**src/fcl_pkg.sv**
```systemverilog
// Package: shared constants for the fan commutation, lock and PWM block
package fcl_pkg;
  // ==========================================================
  // Clock and timing
  localparam int unsigned CLK_HZ = 40_000_000;
  localparam int unsigned PWM_FREQ_HZ = 24_000;
  localparam int unsigned PWM_PERIOD_CYC = CLK_HZ / PWM_FREQ_HZ;
  // Retry and detect times in milliseconds
  localparam int unsigned RETRY_DRIVE_MS = 330;
  localparam int unsigned RETRY_WAIT_MS = 4000;
  localparam int unsigned STALL_DETECT_MS = 2 * RETRY_DRIVE_MS;
  localparam int unsigned MS_CYC = CLK_HZ / 1000;
  localparam int unsigned RETRY_DRIVE_CYC = RETRY_DRIVE_MS * MS_CYC;
  localparam int unsigned RETRY_WAIT_CYC = RETRY_WAIT_MS * MS_CYC;
  localparam int unsigned STALL_DETECT_CYC = STALL_DETECT_MS * MS_CYC;
  // ==========================================================
  // Speed demand code: 8 bits, 0 means 1V (100 %), FULL means 2V (0 %)
  localparam int unsigned DEMAND_W = 8;
  localparam logic [7:0] DEMAND_FULL = 8'hFF;
  localparam logic [7:0] DEMAND_OPEN = 8'h80;
  // ==========================================================
  // Output variants
  typedef enum logic [1:0] {FCL_COMBINED, FCL_STALL_ONLY, FCL_TACH_ONLY} fcl_variant_t;
  typedef enum {FCL_RUN, FCL_DRIVE, FCL_WAIT} fcl_state_t;
endpackage

```
**src/fcl_core.sv**
```systemverilog
// Fan commutation, PWM speed control and stall protection core
`timescale 1ns/1ps
`default_nettype none
// How it works
// - sensor positive above negative selects phase B
// - active phase gated by duty PWM
// - demand code maps linearly to duty
// - open demand input gives half duty
// - with internal PWM, demand at full scale forces drive off
// - stall/tach output only pulls low or releases
// - combined variant toggles twice per revolution
// - combined variant released high during stall
// - stall-only variant low normally, high stalled
// - tach-only variant inverted sensor copy
// - stalled: long wait, short drive, retry
// - detect time twice drive time
// - drive 0.33 s, wait 4.0 s
// - PWM period from oscillator, about 24 kHz
module fcl_core #(
  parameter fcl_pkg::fcl_variant_t VARIANT = fcl_pkg::FCL_COMBINED,
  parameter int unsigned DETECT_CYC = fcl_pkg::STALL_DETECT_CYC,
  parameter int unsigned DRIVE_CYC = fcl_pkg::RETRY_DRIVE_CYC,
  parameter int unsigned WAIT_CYC = fcl_pkg::RETRY_WAIT_CYC
) (
  input wire logic CLK, // 40 MHz clock
  input wire logic RST_N, // Asynchronous reset, active low
  input wire logic SENSOR_POS_ABOVE, // Comparator: positive sensor input above negative
  input wire logic [7:0] SPEED_DEMAND_IN, // Demand code, 00 = 1V full, FF = 2V off
  input wire logic SPEED_DEMAND_OPEN, // High when nothing drives the demand input
  input wire logic EXT_PWM_SEL, // High selects external PWM on the timer node
  input wire logic EXT_PWM_IN, // External digital PWM
  output logic PHASE_A_DRIVE, // First phase drive, high = on
  output logic PHASE_B_DRIVE, // Second phase drive, high = on
  output logic STALL_TACH_OE, // Pull-low enable of stall/tach pin
  output logic STALL_TACH_O, // Pin output value, always low
  output logic STALLED // Stall state flag
);
  // ==========================================================
  // Input synchronisers: stage one read only by stage two
  logic [3:0] sync1;
  logic [3:0] sync2;
  always_ff @(posedge CLK or negedge RST_N) begin
    if (!RST_N) begin
      sync1 <= 4'h0;
      sync2 <= 4'h0;
    end else begin
      sync1 <= {SENSOR_POS_ABOVE, SPEED_DEMAND_OPEN, EXT_PWM_SEL, EXT_PWM_IN};
      sync2 <= sync1;
    end
  end
  logic hall;
  logic demand_open;
  logic ext_sel;
  logic ext_pwm;
  assign {hall, demand_open, ext_sel, ext_pwm} = sync2;
  // Demand bus is a slow analog conversion; two stages keep metastability out
  logic [7:0] dem1;
  logic [7:0] dem2;
  always_ff @(posedge CLK or negedge RST_N) begin
    if (!RST_N) begin
      dem1 <= 8'h0;
      dem2 <= 8'h0;
    end else begin
      dem1 <= SPEED_DEMAND_IN;
      dem2 <= dem1;
    end
  end
  // ==========================================================
  // Sensor edge detection on the synchronised level
  logic hall_d;
  always_ff @(posedge CLK or negedge RST_N) begin
    if (!RST_N) begin
      hall_d <= 1'b0;
    end else begin
      hall_d <= hall;
    end
  end
  logic hall_edge;
  assign hall_edge = hall ^ hall_d;
  // ==========================================================
  // PWM oscillator, a free counter standing in for the ramp capacitor
  localparam int unsigned PER = fcl_pkg::PWM_PERIOD_CYC;
  logic [10:0] pwm_cnt;
  always_ff @(posedge CLK or negedge RST_N) begin
    if (!RST_N) begin
      pwm_cnt <= 11'h0;
    end else if (pwm_cnt == 11'(PER - 1)) begin
      pwm_cnt <= 11'h0;
    end else begin
      pwm_cnt <= pwm_cnt + 11'h1;
    end
  end
  // Effective demand: open input falls back to mid code
  logic [7:0] demand;
  assign demand = demand_open ? fcl_pkg::DEMAND_OPEN : dem2;
  // On-time = (FULL - demand) / FULL of the period
  logic [18:0] on_prod;
  logic [10:0] on_cyc;
  assign on_prod = 19'(fcl_pkg::DEMAND_FULL - demand) * 19'(PER);
  assign on_cyc = 11'(on_prod / 19'(fcl_pkg::DEMAND_FULL));
  logic pwm_on;
  // With internal PWM, full-scale demand gives zero on-time, so the drive is forced off
  assign pwm_on = ext_sel ? ext_pwm : (pwm_cnt < on_cyc);
  // ==========================================================
  // Stall detector and retry sequencer
  fcl_pkg::fcl_state_t state;
  logic [27:0] tmr;
  always_ff @(posedge CLK or negedge RST_N) begin
    if (!RST_N) begin
      state <= fcl_pkg::FCL_RUN;
      tmr <= 28'h0;
    end else begin
      case (state)
        fcl_pkg::FCL_RUN: begin
          if (hall_edge) begin
            tmr <= 28'h0;
          end else if (tmr >= 28'(DETECT_CYC - 1)) begin
            state <= fcl_pkg::FCL_WAIT;
            tmr <= 28'h0;
          end else begin
            tmr <= tmr + 28'h1;
          end
        end
        fcl_pkg::FCL_DRIVE: begin
          if (hall_edge) begin
            state <= fcl_pkg::FCL_RUN;
            tmr <= 28'h0;
          end else if (tmr >= 28'(DRIVE_CYC - 1)) begin
            state <= fcl_pkg::FCL_WAIT;
            tmr <= 28'h0;
          end else begin
            tmr <= tmr + 28'h1;
          end
        end
        fcl_pkg::FCL_WAIT: begin
          if (hall_edge) begin
            state <= fcl_pkg::FCL_RUN;
            tmr <= 28'h0;
          end else if (tmr >= 28'(WAIT_CYC - 1)) begin
            state <= fcl_pkg::FCL_DRIVE;
            tmr <= 28'h0;
          end else begin
            tmr <= tmr + 28'h1;
          end
        end
        default: begin
          state <= fcl_pkg::FCL_RUN;
          tmr <= 28'h0;
        end
      endcase
    end
  end
  // ==========================================================
  // Phase drive: waiting holds both off
  logic drive_ok;
  assign drive_ok = (state != fcl_pkg::FCL_WAIT) && pwm_on;
  always_ff @(posedge CLK or negedge RST_N) begin
    if (!RST_N) begin
      PHASE_A_DRIVE <= 1'b0;
      PHASE_B_DRIVE <= 1'b0;
    end else begin
      PHASE_B_DRIVE <= drive_ok && hall;
      PHASE_A_DRIVE <= drive_ok && !hall;
    end
  end
  // ==========================================================
  // Stall/tach pin: open collector, released pin reads high
  logic stalled;
  assign stalled = (state != fcl_pkg::FCL_RUN);
  logic next_release;
  always_comb begin
    case (VARIANT)
      fcl_pkg::FCL_COMBINED: next_release = stalled ? 1'b1 : hall;
      fcl_pkg::FCL_STALL_ONLY: next_release = stalled;
      fcl_pkg::FCL_TACH_ONLY: next_release = !hall;
      default: next_release = 1'b1;
    endcase
  end
  always_ff @(posedge CLK or negedge RST_N) begin
    if (!RST_N) begin
      STALL_TACH_OE <= 1'b0;
      STALL_TACH_O <= 1'b0;
      STALLED <= 1'b0;
    end else begin
      STALL_TACH_OE <= !next_release;
      STALL_TACH_O <= 1'b0;
      STALLED <= stalled;
    end
  end
  // ==========================================================
  // Checks
  one_phase_a: assert property (@(posedge CLK) disable iff (!RST_N)
    !(PHASE_A_DRIVE && PHASE_B_DRIVE)) else $error("both phases on");
  phase_b_sel_a: assert property (@(posedge CLK) disable iff (!RST_N)
    PHASE_B_DRIVE |-> $past(hall)) else $error("phase B without sensor high");
  phase_a_sel_a: assert property (@(posedge CLK) disable iff (!RST_N)
    PHASE_A_DRIVE |-> !$past(hall)) else $error("phase A with sensor high");
  full_off_a: assert property (@(posedge CLK) disable iff (!RST_N)
    ($past(demand) == fcl_pkg::DEMAND_FULL && !$past(ext_sel)) |-> !PHASE_A_DRIVE && !PHASE_B_DRIVE)
    else $error("drive on at full demand");
  pin_low_a: assert property (@(posedge CLK) disable iff (!RST_N)
    STALL_TACH_O == 1'b0) else $error("pin driven high");
  wait_off_a: assert property (@(posedge CLK) disable iff (!RST_N)
    $past(state == fcl_pkg::FCL_WAIT) |-> !PHASE_A_DRIVE && !PHASE_B_DRIVE)
    else $error("drive during wait");
  resume_run_a: assert property (@(posedge CLK) disable iff (!RST_N)
    (stalled && hall_edge) |=> state == fcl_pkg::FCL_RUN) else $error("no resume");
  stall_rel_a: assert property (@(posedge CLK) disable iff (!RST_N)
    (VARIANT != fcl_pkg::FCL_TACH_ONLY && stalled) |=> !STALL_TACH_OE)
    else $error("pin low while stalled");
  stall_detect_a: assert property (@(posedge CLK) disable iff (!RST_N)
    (state == fcl_pkg::FCL_RUN && !hall_edge && tmr == 28'(DETECT_CYC - 1)) |=> state == fcl_pkg::FCL_WAIT)
    else $error("stall not detected");
endmodule // fcl_core
`default_nettype wire

```
**config.mk**
```make
export PLATFORM = sky130hd
export DESIGN_NAME = fcl_core
export DESIGN_NICKNAME = d
export VERILOG_FILES = /design/src/fcl_pkg.sv /design/src/fcl_core.sv
export SDC_FILE = /design/constraint.sdc
export NUM_CORES = 1
export LEC_CHECK = 0
export BUFFER_PORTS_ARGS = -buffer_cell sky130_fd_sc_hd__buf_2
export CORE_ASPECT_RATIO = 0.75
export CORE_MARGIN = 2
export CORE_UTILIZATION = 32
export DETAILED_ROUTE_END_ITERATION = 10
export SYNTH_ARGS = -nofsm -noshare
export SYNTH_HDL_FRONTEND = slang
export SYNTH_SLANG_ARGS = --single-unit
```
**constraint.sdc**
```tcl
create_clock -name CLK -period 14.7 [get_ports CLK]
set_clock_uncertainty 0.1 [all_clocks]
set_input_delay 0 -clock CLK [delete_from_list [all_inputs] [get_ports CLK]]
set_output_delay 0 -clock CLK [all_outputs]
set_load 0.005 [all_outputs]
```
==> summary.md <==
| Metric | Value |
|---|---|
| Number of instances on the worst hold path | `2` |
| Number of buffers inserted during clock tree synthesis | `9` |
| Endpoint with the worst hold slack | `dem1[6]` |
| Sequential cell area fraction in the yosys report | `23.43%` |
| Standard cell with the maximum stage delay on the critical path | `nor3_1` |
| Data arrival time of the critical path | `13.72 ns` |
| Ranking of synthesized cells by area | `dfrtp_1 23%, ha_1 9.9%, nor2_1 5.1%, xnor2_1 4.9%, xor2_1 3.0%` |
| Crit-path most repeated cell | `ha_1` |
| Hold Crit Class | `in -> reg` |
| Die Span X | `180.5 um` |
| Remaining routing DRC violations | `0` |
| Slowest cell delay on critical path | `0.68 ns` |
| Crit path capture type | `register` |
| Clk pin slew, worst setup/hold paths | `0.06 ns` |
| Post-detailed-placement half-perimeter wirelength | `14540 um` |
| Number of max-cap violations | `0` |
| Worst flop-to-flop path startpoint | `sync2[2]` |
| Number of filler cells placed in the layout | `2348` |
| Standard-cell rows | `48` |
| Fin cells | `1198` |
| Setup violation total in the final timing report | `0` |
| Fraction of synthesis flops using an asynchronous set or reset pin | `100.0%` |
| CTS Buffer Depth | `2` |
| Final slew viol count | `0` |
| Setup repair after global routing missed its margin | `no` |
| Routed length per instance | `15.56 um` |
| First-pass GRT wire length | `31040 um` |
| Initial standard-cell utilization of the core | `32.51%` |
| Number of unique standard cell types used by synthesis | `114` |
| Destination of the worst register-to-register timing path | `PHASE_B_DRIVE` |
| Most frequent standard cell in the layout excluding fill and tap cells | `nor2_1` |
| Leading cell types in the layout, fill and taps excluded | `102 x nor2_1, 70 x dfrtp_1, 59 x ha_1` |
| Vias | `6784` |
| Count of input and output buffers | `17` |
| Maximum number of pins on one net before global-route repair | `71` |
| Setup slack, reg-to-reg | `1.14 ns` |
| Number of buffer and inverter instances along the worst setup path | `5` |
| Area enclosed by the die boundary | `24620 um2` |
| Overall Global Routing Usage | `15.09%` |
| Portion of synthesized cell area occupied by the leading cell type | `23.43%` |
| Master cell of the clock root buffer | `clkbuf_16` |
| Combined area of all synthesized cells | `7477 um2` |
| Largest area contributor in the netlist | `dfrtp_1` |
| Via count of the first global-routing pass | `5984` |
| Cells after DPL | `1169` |
| Routed Wire Length | `18640 um` |
| Clk_lat worst skew | `0.33 ns` |
| Net total in the final layout | `971` |
| Average instance area after synthesis | `8.526 um2` |
| Maximum fanout along the worst path | `16` |
| Clock net sink count | `70` |
| Overflow left after global routing | `0` |
| Required time of the critical path | `14.86 ns` |
| Number of instances in the synthesized netlist | `877` |
| Starting DRT DRC Count | `659` |
| Detail Route Antenna Nets | `0` |
| Tmin final | `13.56 ns` |
| Kind of start point of the critical path | `register` |
| Most instantiated flip-flop cell in the synthesis netlist | `dfrtp_1` |
| Routability cong. | `0.8987` |
| Part of the cycle the worst path needs | `92.25%` |
| Fraction of layout instances using a drive strength above 1 | `11.80%` |
| Post-Syn Nets | `955` |
| Number of H-tree levels | `3` |
| Maximum operating frequency | `73.74 MHz` |
| Hold wc startpoint | `SPEED_DEMAND_IN[6]` |
| Core Box Area | `23000 um2` |
| Top-level port count | `19` |
| Sum Neg Setup Slack | `0 ns` |
| Diodes inserted | `0` |
| Number of flops mapped to enable cells by yosys | `0` |
| Post-CTS Repair Setup Buffers | `0` |
| Count of synthesis-stage warnings from yosys | `0` |
| Number of optimization iterations in the first detailed-route pass | `5` |
| Max transition margin | `34.12%` |
| Die height | `136.4 um` |
| Critical setup path kind | `reg -> reg` |
| Register bit count reported by yosys | `70` |
| TritonCTS clock tree | `yes` |
| Hold violation count in the final report | `0` |
| Family with the most delay on the worst path | `compound AO/OA/AOI/OAI gates` |
| Number of antenna violations at the first check in global routing | `0` |
| Worst-margin pin slew | `0.9791 ns` |
| Via-to-Cell Ratio | `5.663` |
| Area growth, synth to finish | `10.19%` |
| Run status | `finished clean` |
| Reg2reg path depth | `48` |
-- cell type report --
cell class	count	area, um2	area share [%]
tap	300	375.4	4.556
inverter	35	131.4	1.595
clock inverter	7	75.07	0.9112
timing repair buffer	33	240.2	2.916
multi-input combinational	744	5440	66.03
clock buffer	9	225.2	2.733
sequential	70	1752	21.26
-- worst max path at each step --
stage | startpoint | to | cells past startpoint
after global placement | sync2[2] | PHASE_B_DRIVE | 48
after floorplan | sync2[2] | PHASE_A_DRIVE | 51
final | sync2[2] | PHASE_B_DRIVE | 48
after global routing | sync2[2] | PHASE_A_DRIVE | 47
after CTS | sync2[2] | PHASE_B_DRIVE | 48
after detailed placement | sync2[2] | PHASE_B_DRIVE | 48
-- worst register-to-register path: cells and delay by family, from the launching register on --
| family | cells | cell delay (ns) |
|---|---|---|
| AO/OA/AOI/OAI | 18 | 5.12 |
| AND/OR/NAND/NOR | 13 | 3.32 |
| adder cells (fa/ha/maj) | 8 | 2.56 |
| multiplexers | 2 | 0.90 |
| XOR/XNOR | 2 | 0.55 |
| flip-flops | 1 | 0.48 |
| buffers and inverters | 5 | 0.46 |
-- sequential cells by signal (all words and copies together), names as in the netlist, 2 cells and up --
register / flops
sync1: 4
dem2: 8
tmr: 28
pwm_cnt: 11
sync2: 4
dem1: 8
state: 2
-- repair_timing --
action                                 4_1_cts  5_1_grt
resized for setup                            0        1
setup endpoints to repair                    0        2
endpoints found under the hold margin       82        0
hold buffers                                13        0
-- through the flow --
step           area [um2]  util, %  hold WS (ns)  setup WS, ns
2_1_floorplan        7477        -       -0.3956         2.628
3_3_place_gp         7802    33.92      0.008060         1.481
3_5_place_dp         7802    33.92      0.009336         1.447
4_1_cts              8233    35.79        0.1871         1.367
5_1_grt              8239    35.82        0.1963        0.1182
6_report             8239    35.82        0.1967         1.139
-- kinds of logic (layout without fill, tap and decap cells) --
kind of cell | count (synthesis) | after routing | share of synthesized area (%)
AOI/OAI and AO/OA | 233 | 233 | 24.75
xor gates and xnor gates | 69 | 69 | 8.333
adders and majority gates | 64 | 64 | 11.21
buffers and inverters | 63 | 84 | 3.899
DFF | 70 | 70 | 23.43
muxes | 13 | 13 | 2.225
other | 1 | 1 | 0.05015
and+or+nand+nor | 364 | 364 | 26.10
-- per-layer routing --
| layer | vias to the layer above | share of wire (%) | track usage, % |
|---|---|---|---|
| met5 | - | 0 | 0 |
| met4 | 0 | 0.46 | 2.061 |
| met3 | 11 | 6.6 | 2.384 |
| met2 | 232 | 41 | 21.56 |
| met1 | 3206 | 52 | 23.91 |
| li1 | 3335 | - | - |
-- synthesized netlist by cell type (8+ instances only) --
| library cell | instances |
|---|---|
| o211ai_1 | 10 |
| nor2_1 | 102 |
| buf_2 | 8 |
| nand3_1 | 45 |
| nor4_1 | 11 |
| o31ai_1 | 10 |
| nand2b_1 | 12 |
| a211oi_1 | 16 |
| xnor2_1 | 42 |
| and3_1 | 19 |
| nor3_1 | 27 |
| inv_1 | 33 |
| a21o_1 | 14 |
| nand2_1 | 50 |
| clkbuf_1 | 10 |
| a31oi_1 | 11 |
| nor2b_1 | 14 |
| ha_1 | 59 |
| or4_1 | 9 |
| xor2_1 | 26 |
| o21ai_0 | 29 |
| dfrtp_1 | 70 |
| a311oi_1 | 8 |
| nand4_1 | 18 |
| a21oi_1 | 35 |
Power is left out: the tool's default activity adds up to more than one toggle a clock period on the data nets, which glitch-free logic cannot reach.
